## config.mk

```make
export PLATFORM = sky130hd
export DESIGN_NAME = isa_digital_io_ports
export DESIGN_NICKNAME = d
export VERILOG_FILES = /design/src/hdl/dio_pkg.sv /design/src/hdl/isa_digital_io_ports.sv
export SDC_FILE = /design/constraint.sdc
export NUM_CORES = 1
export LEC_CHECK = 0
export BUFFER_PORTS_ARGS = -buffer_cell sky130_fd_sc_hd__buf_2
export CAP_MARGIN = 40
export CORE_MARGIN = 3
export CORE_UTILIZATION = 53
export DETAILED_ROUTE_END_ITERATION = 7
export PLACE_DENSITY = 0.88
export SLEW_MARGIN = 20
export SYNTH_ARGS = -nofsm -noshare
export SYNTH_HDL_FRONTEND = slang
export SYNTH_SLANG_ARGS = --single-unit
```

## constraint.sdc

```tcl
create_clock -name clk -period 1.9 [get_ports clk]
set_clock_uncertainty 0.05 [all_clocks]
set_input_delay 0.19 -clock clk [delete_from_list [all_inputs] [get_ports clk]]
set_output_delay 0.19 -clock clk [all_outputs]
set_load 0.1 [all_outputs]
```

## src/hdl/dio_pkg.sv

```systemverilog
// constants for the port-mapped 32-channel digital input/output block
package dio_pkg;
    localparam logic [1:0]  OFS_ISOLATED_LOW  = 2'h0;
    localparam logic [1:0]  OFS_ISOLATED_HIGH = 2'h1;
    localparam logic [1:0]  OFS_TTL_LOW       = 2'h2;
    localparam logic [1:0]  OFS_TTL_HIGH      = 2'h3;
    localparam int          CHANNELS          = 16;
    localparam int          ADDR_WIDTH        = 10;
    localparam int          SWITCH_WIDTH      = 8;
    localparam logic [15:0] OUTPUT_RESET      = 16'h0000;
    // switch value for base 300h (A9..A2 = 1100_0000)
    localparam logic [7:0]  BASE_DEFAULT_SWITCH = 8'hC0;
    // switch position that carries A9; must be set for bases 200h..3FCh
    localparam int          SWITCH_A9_BIT     = 7;
endpackage

```

## src/hdl/isa_digital_io_ports.sv

```systemverilog
// isa i/o-mapped isolated and ttl digital input/output ports
`timescale 1ns/100ps
// Function
// - each register bit is one channel
// - writing one turns output channel on
// - reads return present input levels
// - four byte locations from selected base
// - offset 0: isolated channels 0-7
// - offset 1: isolated channels 8-15
// - offset 2: ttl channels 0-7
// - offset 3: ttl channels 8-15
// - sixteen ttl inputs and outputs too
// - decode A9..A2 against switch setting
// - base range 200h to 3FCh
// - default switch gives base 300h
module isa_digital_io_ports (
    input  wire logic        clk,
    input  wire logic        reset_n,
    input  wire logic [9:0]  sa,
    input  wire logic        aen,
    input  wire logic        ior_n,
    input  wire logic        iow_n,
    input  wire logic [7:0]  sd_in,
    output logic      [7:0]  sd_out,
    output logic             sd_oe,
    input  wire logic [7:0]  base_select_switch,
    input  wire logic [15:0] isolated_input,
    input  wire logic [15:0] ttl_input,
    output logic      [15:0] isolated_output,
    output logic      [15:0] ttl_output
);
    // every pin but reset_n is asynchronous to clk: two flops before any logic
    logic [9:0]  sa_s1, sa_s2;
    logic        aen_s1, aen_s2;
    logic        ior_s1, ior_s2;
    logic        iow_s1, iow_s2, iow_s3;
    logic [7:0]  sd_s1, sd_s2;
    logic [7:0]  sw_s1, sw_s2;
    logic [15:0] iso_s1, iso_s2;
    logic [15:0] ttl_s1, ttl_s2;
    logic        selected;
    logic        write_pulse;
    logic        read_active;
    logic [7:0]  next_read;

    always_ff @(posedge clk) begin
        if (!reset_n) begin
            sa_s1  <= 10'h000;
            sa_s2  <= 10'h000;
            aen_s1 <= 1'b1;
            aen_s2 <= 1'b1;
            ior_s1 <= 1'b1;
            ior_s2 <= 1'b1;
            iow_s1 <= 1'b1;
            iow_s2 <= 1'b1;
            iow_s3 <= 1'b1;
            sd_s1  <= 8'h00;
            sd_s2  <= 8'h00;
            sw_s1  <= 8'h00;
            sw_s2  <= 8'h00;
            iso_s1 <= 16'h0000;
            iso_s2 <= 16'h0000;
            ttl_s1 <= 16'h0000;
            ttl_s2 <= 16'h0000;
        end else begin
            sa_s1  <= sa;
            sa_s2  <= sa_s1;
            aen_s1 <= aen;
            aen_s2 <= aen_s1;
            ior_s1 <= ior_n;
            ior_s2 <= ior_s1;
            iow_s1 <= iow_n;
            iow_s2 <= iow_s1;
            iow_s3 <= iow_s2;
            sd_s1  <= sd_in;
            sd_s2  <= sd_s1;
            sw_s1  <= base_select_switch;
            sw_s2  <= sw_s1;
            iso_s1 <= isolated_input;
            iso_s2 <= iso_s1;
            ttl_s1 <= ttl_input;
            ttl_s2 <= ttl_s1;
        end
    end

    // dma cycles (aen high) never hit the card; a9 switch off is outside
    // the legal base range, so the card then answers nowhere
    assign selected = !aen_s2 && sw_s2[dio_pkg::SWITCH_A9_BIT]
                      && (sa_s2[9:2] == sw_s2);
    // the write is taken once, on the synchronised falling strobe; the
    // host holds data valid through the strobe so it is stable by then
    assign write_pulse = selected && !iow_s2 && iow_s3;
    assign read_active = selected && !ior_s2;

    // one always_ff per output bank; untouched bytes keep their value
    always_ff @(posedge clk) begin
        if (!reset_n) begin
            isolated_output <= dio_pkg::OUTPUT_RESET;
        end else if (write_pulse) begin
            if (sa_s2[1:0] == dio_pkg::OFS_ISOLATED_LOW) begin
                isolated_output[7:0] <= sd_s2;
            end else if (sa_s2[1:0] == dio_pkg::OFS_ISOLATED_HIGH) begin
                isolated_output[15:8] <= sd_s2;
            end
        end
    end

    always_ff @(posedge clk) begin
        if (!reset_n) begin
            ttl_output <= dio_pkg::OUTPUT_RESET;
        end else if (write_pulse) begin
            if (sa_s2[1:0] == dio_pkg::OFS_TTL_LOW) begin
                ttl_output[7:0] <= sd_s2;
            end else if (sa_s2[1:0] == dio_pkg::OFS_TTL_HIGH) begin
                ttl_output[15:8] <= sd_s2;
            end
        end
    end

    // reads see inputs only; output latches are not readable
    always_comb begin
        if (sa_s2[1:0] == dio_pkg::OFS_ISOLATED_LOW) begin
            next_read = iso_s2[7:0];
        end else if (sa_s2[1:0] == dio_pkg::OFS_ISOLATED_HIGH) begin
            next_read = iso_s2[15:8];
        end else if (sa_s2[1:0] == dio_pkg::OFS_TTL_LOW) begin
            next_read = ttl_s2[7:0];
        end else begin
            next_read = ttl_s2[15:8];
        end
    end

    // levels are resampled every cycle while the read strobe is low
    always_ff @(posedge clk) begin
        if (!reset_n) begin
            sd_out <= 8'h00;
            sd_oe  <= 1'b0;
        end else begin
            sd_out <= read_active ? next_read : 8'h00;
            sd_oe  <= read_active;
        end
    end

    // ---------------- assertions ----------------
    a_reset_clears: assert property (@(posedge clk)
        !reset_n |=> (isolated_output == 16'h0000) && (ttl_output == 16'h0000))
        else $error("outputs not cleared by reset");

    a_iso_low_write: assert property (@(posedge clk)
        disable iff (!reset_n)
        write_pulse && sa_s2[1:0] == 2'h0
        |=> isolated_output[7:0] == $past(sd_s2) && $stable(ttl_output))
        else $error("isolated low byte write lost");

    a_iso_high_write: assert property (@(posedge clk)
        disable iff (!reset_n)
        write_pulse && sa_s2[1:0] == 2'h1
        |=> isolated_output[15:8] == $past(sd_s2)
            && isolated_output[7:0] == $past(isolated_output[7:0]))
        else $error("isolated high byte write lost");

    a_ttl_low_write: assert property (@(posedge clk)
        disable iff (!reset_n)
        write_pulse && sa_s2[1:0] == 2'h2
        |=> ttl_output[7:0] == $past(sd_s2) && $stable(isolated_output))
        else $error("ttl low byte write lost");

    a_ttl_high_write: assert property (@(posedge clk)
        disable iff (!reset_n)
        write_pulse && sa_s2[1:0] == 2'h3
        |=> ttl_output[15:8] == $past(sd_s2))
        else $error("ttl high byte write lost");

    a_outputs_hold: assert property (@(posedge clk)
        disable iff (!reset_n)
        !write_pulse |=> $stable(isolated_output) && $stable(ttl_output))
        else $error("output changed without a write");

    a_decode_match: assert property (@(posedge clk)
        disable iff (!reset_n)
        !ior_s2 && !aen_s2 && sw_s2[7] && sa_s2[9:2] == sw_s2
        |=> sd_oe)
        else $error("matching read not answered");

    a_no_foreign: assert property (@(posedge clk)
        disable iff (!reset_n)
        (aen_s2 || !sw_s2[7] || sa_s2[9:2] != sw_s2) |=> !sd_oe)
        else $error("card answered outside its window");

    a_read_levels: assert property (@(posedge clk)
        disable iff (!reset_n)
        read_active && sa_s2[1:0] == 2'h2 |=> sd_out == $past(ttl_s2[7:0]))
        else $error("read did not return ttl input levels");

    a_read_iso: assert property (@(posedge clk)
        disable iff (!reset_n)
        read_active && sa_s2[1:0] == 2'h1 |=> sd_out == $past(iso_s2[15:8]))
        else $error("read did not return isolated input levels");

    a_read_iso_low: assert property (@(posedge clk)
        disable iff (!reset_n)
        read_active && sa_s2[1:0] == 2'h0 |=> sd_out == $past(iso_s2[7:0]))
        else $error("read did not return isolated low input levels");

    a_read_ttl_high: assert property (@(posedge clk)
        disable iff (!reset_n)
        read_active && sa_s2[1:0] == 2'h3 |=> sd_out == $past(ttl_s2[15:8]))
        else $error("read did not return ttl high input levels");

    // a quiet data bus keeps the card from fighting other i/o devices
    a_idle_quiet: assert property (@(posedge clk)
        disable iff (!reset_n)
        !read_active |=> !sd_oe && sd_out == 8'h00)
        else $error("data bus driven without a selected read");

    c_write_each: cover property (@(posedge clk) disable iff (!reset_n)
        write_pulse ##[1:50] write_pulse);
    c_read_default: cover property (@(posedge clk)
        disable iff (!reset_n)
        read_active && sw_s2 == dio_pkg::BASE_DEFAULT_SWITCH);
    c_on_then_read: cover property (@(posedge clk) disable iff (!reset_n)
        write_pulse ##[1:20] read_active);
    c_refused_write: cover property (@(posedge clk) disable iff (!reset_n)
        !iow_s2 && iow_s3 && !selected);
    c_both_banks: cover property (@(posedge clk) disable iff (!reset_n)
        write_pulse && !sa_s2[1] ##[1:40] write_pulse && sa_s2[1]);
endmodule

```

# [Word level (Yosys, flattened, before mapping)]
# Index checks and enable logic that the tools add are counted.
[op_classes] eq_ne=4 n_mux=3 bitwise=2 n_reduce_logical=14
[ops] cell="$mux 8" n=3
[ops] cell="$eq 8x8->1" n=1
[ops] cell="$reduce_and 2->1" n=3
[ops] cell="$reduce_and 3->1" n=2
[ops] cell="$logic_and 1x1->1" n=5
[ops] cell="$eq 2x2->1 const B" n=2
[ops] cell="$logic_not 1->1" n=3
[ops] cell="$eq 2x1->1 const B" n=1
[ops] cell="$logic_not 2->1" n=1
[ops] cell="$not 1->1" n=2
[word_totals] regBits=164 output_inout_bits=41 elab_cells=46

# [Depth between registers and ports, before layout]
# Gate-level depths: netlist of run 1.
[depth] depth_word=6 mapped_depth=5 ltp_nobuf=4

# [Worst setup path before layout of run 1]
# OpenSTA, ideal clock, no wires.
[synth_path] path_kind="reg-to-reg" from="register sw_s2[3]" to="register isolated_output[10]" arrival_time_ns=1.460 required_time_ns=1.778 slack_ns=0.318 path_stages_with_launch=6 n_path_buf=1 cell_sequence="dfxtp_1 -> xor2_1 -> nor4_2 -> and3_2 -> buf_6 -> mux2i_1"
[synth_via] elab_chain_cells=5
[synth_rtl] item="from (decl)" line="isa_digital_io_ports.sv:38" text="logic [7:0] sw_s1, sw_s2;"
[synth_rtl] item="from (signal assigned)" line="isa_digital_io_ports.sv:78" text="sw_s2 <= sw_s1;"
[synth_rtl] item="$eq 8x8->1" line="isa_digital_io_ports.sv:89" text="&& (sa_s2[9:2] == sw_s2);"
[synth_rtl] item="$logic_and 1x1->1" line="isa_digital_io_ports.sv:89"
[synth_rtl] item="$logic_and 1x1->1 (2 in a row)" line="isa_digital_io_ports.sv:92" text="assign write_pulse = selected && !iow_s2 && iow_s3;"
[synth_rtl] item="$reduce_and 3->1 (no source line)"
[synth_rtl] item="to (signal assigned)" line="isa_digital_io_ports.sv:98" text="isolated_output <= dio_pkg::OUTPUT_RESET;"
[synth_rtl] item="to (signal assigned)" line="isa_digital_io_ports.sv:103" text="isolated_output[15:8] <= sd_s2;"
[synth_rtl] item="to (decl)" line="isa_digital_io_ports.sv:29" text="output logic [15:0] isolated_output,"
# No other way between the ends.
# A chain may end at the register's enable or synchronous reset.

# [Worst setup path after layout of run 1]
[layout_path] from="register sw_s2[4]" to="register ttl_output[11]"
[layout_via] elab_chain_cells=5
[layout_rtl] item="$eq 8x8->1" line="isa_digital_io_ports.sv:89"
[layout_rtl] item="$logic_and 1x1->1" line="isa_digital_io_ports.sv:89"
[layout_rtl] item="$logic_and 1x1->1 (2 in a row)" line="isa_digital_io_ports.sv:92"
[layout_rtl] item="$reduce_and 3->1 (no source line)"
[layout_rtl] item="to (signal assigned)" line="isa_digital_io_ports.sv:110" text="ttl_output <= dio_pkg::OUTPUT_RESET;"
[layout_rtl] item="to (signal assigned)" line="isa_digital_io_ports.sv:115" text="ttl_output[15:8] <= sd_s2;"
[layout_rtl] item="to (decl)" line="isa_digital_io_ports.sv:30" text="output logic [15:0] ttl_output"
# No other way between the ends.

==> results.py, run 1 <==
metrics = {
    "critical_path": {
        "reg2reg_to": "ttl_output[11]",
        "path_depth": 4,
        "startpoint": "sw_s2[4]",
        "crit_path_start_kind": "flip-flop",
        "crit_family": "simple AND/OR/NAND/NOR gates",
        "crit_path_end_kind": "flip-flop",
        "arrival_ps": 2140,
        "worstReg2RegStart": "sw_s2[4]",
        "worstPathRequired_ps": 2240,
        "reg2reg_depth": 4,
        "worstPathCellList": "xor2_1 > nor4_4 > nand3_2 > mux2i_1",
        "path_class": "flip-flop to flip-flop",
        "cp_max_fo": 8,
        "crit_end": "ttl_output[11]",
        "crit_path_top_delay_cell": "nor4_4",
        "r2r_slack_ps": 100,
        "slowest_delay_ps": 510,
        "cp_num_buf_inv": 0,
    },
    "power_and_ir_drop": {
        "powerDensity_nw_per_um2": 1053,
        "irDropWorstVdd_mv": 0.6723,
        "total_leakage_power_nw": 3.102,
        "total_power_mw": 7.229,
    },
    "yosys": {
        "async_flop_share_pct": 0,
        "ys_types": 22,
        "synth_most_common_cell": "dfxtp_1",
        "synth_nets": 484,
        "synth_area_per_cell_um2": 11.96,
        "synthTopCellsByCount": "dfxtp_1 (164), and2_1 (116), nand2_1 (41)",
        "yosysSeqAreaShare_pct": 65.22,
        "synth_top_area_share_pct": 65.22,
        "yosys_warnings": 0,
        "synth_area_um2": 5034,
        "syn_inst": 421,
        "synth_largest_area_cell": "dfxtp_1",
        "synthTopCellsByArea": "dfxtp_1 (65%), and2_1 (14%), mux2i_1 (6.4%), mux4_2 (3.6%), nand2_1 (3.1%)",
        "ys.flop_type": "dfxtp_1",
        "synth_edf_count": 0,
        "synth_seq_cells": 164,
    },
    "floorplanning": {
        "core_um2": 8976,
        "start_util_pct": 56.08,
        "rows": 34,
        "die-area_um2": 10700,
        "dieWidth_um": 103.5,
        "io_pins": 104,
        "die_y_um": 103.5,
    },
    "cells_and_area": {
        "final_util_pct": 76.48,
        "syn_to_final_growth_pct": 36.39,
        "stdcell_area_um2": 6865,
        "diodes": 0,
        "fin_nets": 649,
        "drive_gt1_share_pct": 25.08,
    },
    "timing": {
        "tns_ps": 0,
        "worst_slew_pin_slew_ps": 493.2,
        "setup_violations": 0,
        "layout_min_cycle_time_ps": 1801,
        "post-route-period-util_pct": 94.79,
        "slew_viol_final": 0,
        "hold_viol": 0,
        "maxSlewHeadroom_pct": 67.12,
        "fin_hold_ws_ps": 173.8,
        "maxClockFrequency_mhz": 555.2,
    },
    "cts": {
        "root_buffer": "clkbuf_8",
        "cts_htree_levels": 4,
        "clk_path_buf_depth": 2,
        "cts_made_buffers": 17,
        "clock_latency_ps": 520,
        "cts_num_sinks": 164,
        "cts.clk_slew.worst_paths_ps": 70,
        "cts_tree": "yes",
    },
    "detailed_routing": {
        "vias": 3421,
        "drt_iter0_markers": 139,
        "drc": 0,
        "drt_pass1_iterations": 5,
        "routed_wl_um": 10820,
        "wl_per_cell_um": 14.94,
        "antenna_left": 0,
        "vias_per_cell": 4.725,
    },
    "outcome": {
        "run_status": "finished clean",
    },
    "placement": {
        "hpwl_um": 5917,
        "io_buffer_count": 103,
        "dpl_cell_area_um2": 5657,
        "gp_congestion": 0.7615,
    },
    "global_route": {
        "grt_pass1_wl_um": 16650,
        "grt_pass1_vias": 3457,
        "grt_max_degree": 164,
        "grt.overflow.total": 0,
        "antenna_found_initial": 0,
        "gr-usage-all-layers_pct": 20.79,
    },
    "job": {
        "maxCapViolCount": 0,
    },
    "min_path": {
        "hold_class": "input pin to flip-flop",
    },
}
==> flip-flops by register name (all words and copies together), names as in the netlist, 8 cells and up <==
register and flops:
iso_s1 16, iso_s2 16, isolated_output 16, sa_s1 10, sa_s2 10, sd_out 8, sd_s1 8, sd_s2 8
sw_s1 8, sw_s2 8, ttl_output 16, ttl_s1 16, ttl_s2 16
==> where the power goes <==
group	internal (mW)	switching, mW
logic	0.223	0.143
clock network	1.88	1.38
registers	3.56	0.0386
total	5.67	1.56
==> worst min path at each step <==
stage | start | endpoint | slack (ps) | cells past startpoint
after floorplan | aen | aen_s1 | 240 | 1
after detailed placement | iow_n | iow_s1 | 320 | 2
after global placement | aen | aen_s1 | 330 | 2
after global routing | reset_n | iow_s1 | 190 | 3
after CTS | reset_n | aen_s1 | 150 | 3
final | reset_n | iow_s3 | 170 | 3
==> placed cells by master (no fill, tap or decap), types with 2 or more instances in the layout <==
master	synthesis	layout
and2_1	116	116
dlygate4sd3_1	0	61
bufinv_16	0	2
mux2i_1	32	32
nand2_1	41	41
nor2b_1	8	8
clkinvlp_4	0	6
nor4_4	0	2
buf_4	0	3
nand2b_1	8	8
dfxtp_1	164	164
inv_6	0	3
nor3b_1	2	2
nor2_1	2	2
nand3_2	3	2
mux4_2	8	8
xor2_1	7	7
clkbuf_16	0	16
buf_2	1	102
==> area by class of cell <==
cell class	instances	area, um^2
multi-input combinational	235	1688
clock inverter	13	151.4
tap	126	157.7
inverter	1	3.754
timing repair buffer	167	1164
fill	543	2111
sequential	164	3283
clock buffer	18	417.9
==> per-stage QoR <==
stage,cells,setup slack (ps)
after floorplan,421,318.4
after global placement,632,145.9
after detailed placement,632,-4.349
after CTS,724,-15.46
after global routing,724,-11.20
final,724,98.99
==> cell families after synthesis <==
| group | share of synthesized area, % |
|---|---|
| simple gates | 21.80 |
| flops | 65.22 |
| mux | 9.943 |
| buf+inv | 1.814 |
| xor+xnor | 1.218 |
==> repair_timing <==
| item | CTS | global route |
|---|---|---|
| cloned | 0 | 0 |
| setup buffers | 0 | 0 |
| pin swaps | 0 | 0 |
| endpoints found under the setup margin | 3 | 28 |
| resized for setup | 1 | 3 |
| hold buffers | 61 | 0 |
| hold endpoints to repair | 61 | 0 |
==> worst reg2reg max path: cells and delay by family (launching register included) <==
family	cells	cell delay, ps
xor+xnor	1	200
mux	1	210
simple gates	2	890
flops	1	320
==> per-layer routing <==
metal,GRT usage (%),share of wire [%],up-vias
met1,23.59,40,1610
met3,6.774,5.2,22
met5,0,0,-
met4,7.968,1.9,0
li1,-,-,1669
met2,36.27,53,120
No activity file was read; power rests on OpenSTA's default activity.
==> inputs of run 2 (changes only) <==
Settings changed: CORE_UTILIZATION 53 to 48, PLACE_DENSITY 0.88 to 0.84.
Clock period 1.9 ns to 1.5 ns, I/O delays scaled along.
==> results.py, run 2 (synthesis gave the netlist of run 1 again) <==
metrics = {
    "outcome": {
        "run_status": "complete, but fails checks",
        "violations": "negative setup slack",
    },
    "timing": {
        "rsz0062_at_grt": "yes",
        "fin_hold_ws_ps": 58.08,
        "setup_violations": 26,
        "post-route-period-util_pct": 104.9,
        "tns_ps": -1317,
        "timing.final.ws_setup_ps": -72.97,
        "worst_slew_pin_slew_ps": 501.7,
        "layout_min_cycle_time_ps": 1573,
        "hold_viol": 0,
        "slew_viol_final": 0,
        "maxClockFrequency_mhz": 635.7,
        "maxSlewHeadroom_pct": 66.79,
    },
    "floorplanning": {
        "rows": 36,
        "core_um2": 10000,
        "die-area_um2": 11750,
        "dieWidth_um": 108.4,
        "start_util_pct": 50.34,
        "die_y_um": 108.4,
        "io_pins": 104,
    },
    "critical_path": {
        "reg2reg_to": "ttl_output[15]",
        "worstPathCellList": "xor2_2 > nor4_4 > buf_4 > nand3_2 > buf_12 > mux2i_1",
        "startpoint": "sw_s2[4]",
        "slowest_delay_ps": 330,
        "crit_path_top_delay_cell": "dfxtp_2",
        "cp_max_fo": 8,
        "arrival_ps": 1910,
        "path_class": "flip-flop to flip-flop",
        "worstReg2RegStart": "sw_s2[4]",
        "worstPathRequired_ps": 1840,
        "crit_path_end_kind": "flip-flop",
        "crit_path_start_kind": "flip-flop",
        "reg2reg_depth": 6,
        "r2r_slack_ps": -70,
        "crit_end": "ttl_output[15]",
    },
    "power_and_ir_drop": {
        "irDropWorstVdd_mv": 0.6118,
        "swShare_pct": 20.03,
        "total_leakage_power_nw": 3.177,
        "p_switching_mw": 1.877,
        "combPwrFrac_pct": 5.1,
        "clock_power_share_pct": 46.3,
        "total_power_mw": 9.367,
        "seqPwrFrac_pct": 48.7,
        "powerDensity_nw_per_um2": 1311,
        "power.internal_mw": 7.491,
    },
    "cts": {
        "clk_path_buf_depth": 2,
        "cts_tree": "yes",
        "clock_latency_ps": 510,
        "cts_htree_levels": 4,
        "cts.clk_slew.worst_paths_ps": 60,
        "root_buffer": "clkbuf_8",
        "cts_num_sinks": 164,
        "cts_made_buffers": 17,
    },
    "cells_and_area": {
        "syn_to_final_growth_pct": 41.96,
        "layout_common_cells": "dfxtp_1 (161), and2_1 (116), buf_2 (70)",
        "stdcell_area_um2": 7146,
        "mostFrequentLayoutCell": "dfxtp_1",
        "drive_gt1_share_pct": 27.18,
        "final_util_pct": 71.46,
        "diodes": 0,
        "instances_no_fill": 740,
        "fin_nets": 657,
    },
    "detailed_routing": {
        "wl_per_cell_um": 14.25,
        "drt_iter0_markers": 135,
        "vias": 3333,
        "drt_pass1_iterations": 5,
        "drc": 0,
        "antenna_left": 0,
        "routed_wl_um": 10550,
        "vias_per_cell": 4.504,
    },
    "global_route": {
        "grt_pass1_wl_um": 16940,
        "grt_max_degree": 107,
        "grt.overflow.total": 0,
        "antenna_found_initial": 0,
        "gr-usage-all-layers_pct": 19.02,
        "grt_pass1_vias": 3554,
    },
    "placement": {
        "placed_cells": 645,
        "hpwl_um": 6234,
        "io_buffer_count": 103,
        "dpl_cell_area_um2": 5791,
        "dp_slack_ps": -170.9,
        "gp_congestion": 0.7726,
    },
    "job": {
        "maxCapViolCount": 0,
    },
    "min_path": {
        "hold_class": "input pin to flip-flop",
    },
}
## run 2: cell type report
cell class	count	area [um^2]
Timing Repair Buffer	175	1366
Tap cell	133	166.4
Fill cell	666	2854
Clock inverter	10	146.4
Clock buffer	22	462.9
Inverter	1	3.754
Multi-Input combinational cell	235	1713
Sequential cell	164	3287
## run 2: critical path, delay by kind of cell (launching register included)
family	cells	cell delay [ps]
simple gates	2	410
buf+inv	2	360
mux	1	110
xor+xnor	1	190
flops	1	330
## run 2: timing repair
action,4_1_cts,5_1_grt
resized for setup,20,21
setup buffers,2,0
hold buffers,61,0
pin swaps,3,2
endpoints found under the setup margin,51,54
endpoints found under the hold margin,61,0
## run 2: power groups by stage
stage	clock, mW	combinational (mW)	sequential [mW]
5_1_grt	4.58	0.524	4.57
3_5_place_dp	0	0.336	4.65
2_1_floorplan	0	0.211	4.63
4_1_cts	4.40	0.465	4.55
3_3_place_gp	0	0.327	4.64
6_report	4.33	0.477	4.56
## run 2: how the worst min path moves through the flow
stage / cells after the start / startpoint / slack, ps / end
after floorplan: 1 / aen / 200 / aen_s1
after global placement: 2 / aen / 290 / aen_s1
after detailed placement: 2 / aen / 290 / aen_s1
after CTS: 3 / reset_n / 60 / ior_s1
after global routing: 3 / reset_n / 80 / ior_s1
final: 3 / reset_n / 60 / aen_s1
## run 2: layer usage
metal	part of all wire, %	global-route usage (%)	wire length (um)
met4	2.2	8.296	235
met5	0	0	0
met3	4.2	5.791	438
met1	40	20.59	4169
met2	54	34.11	5702
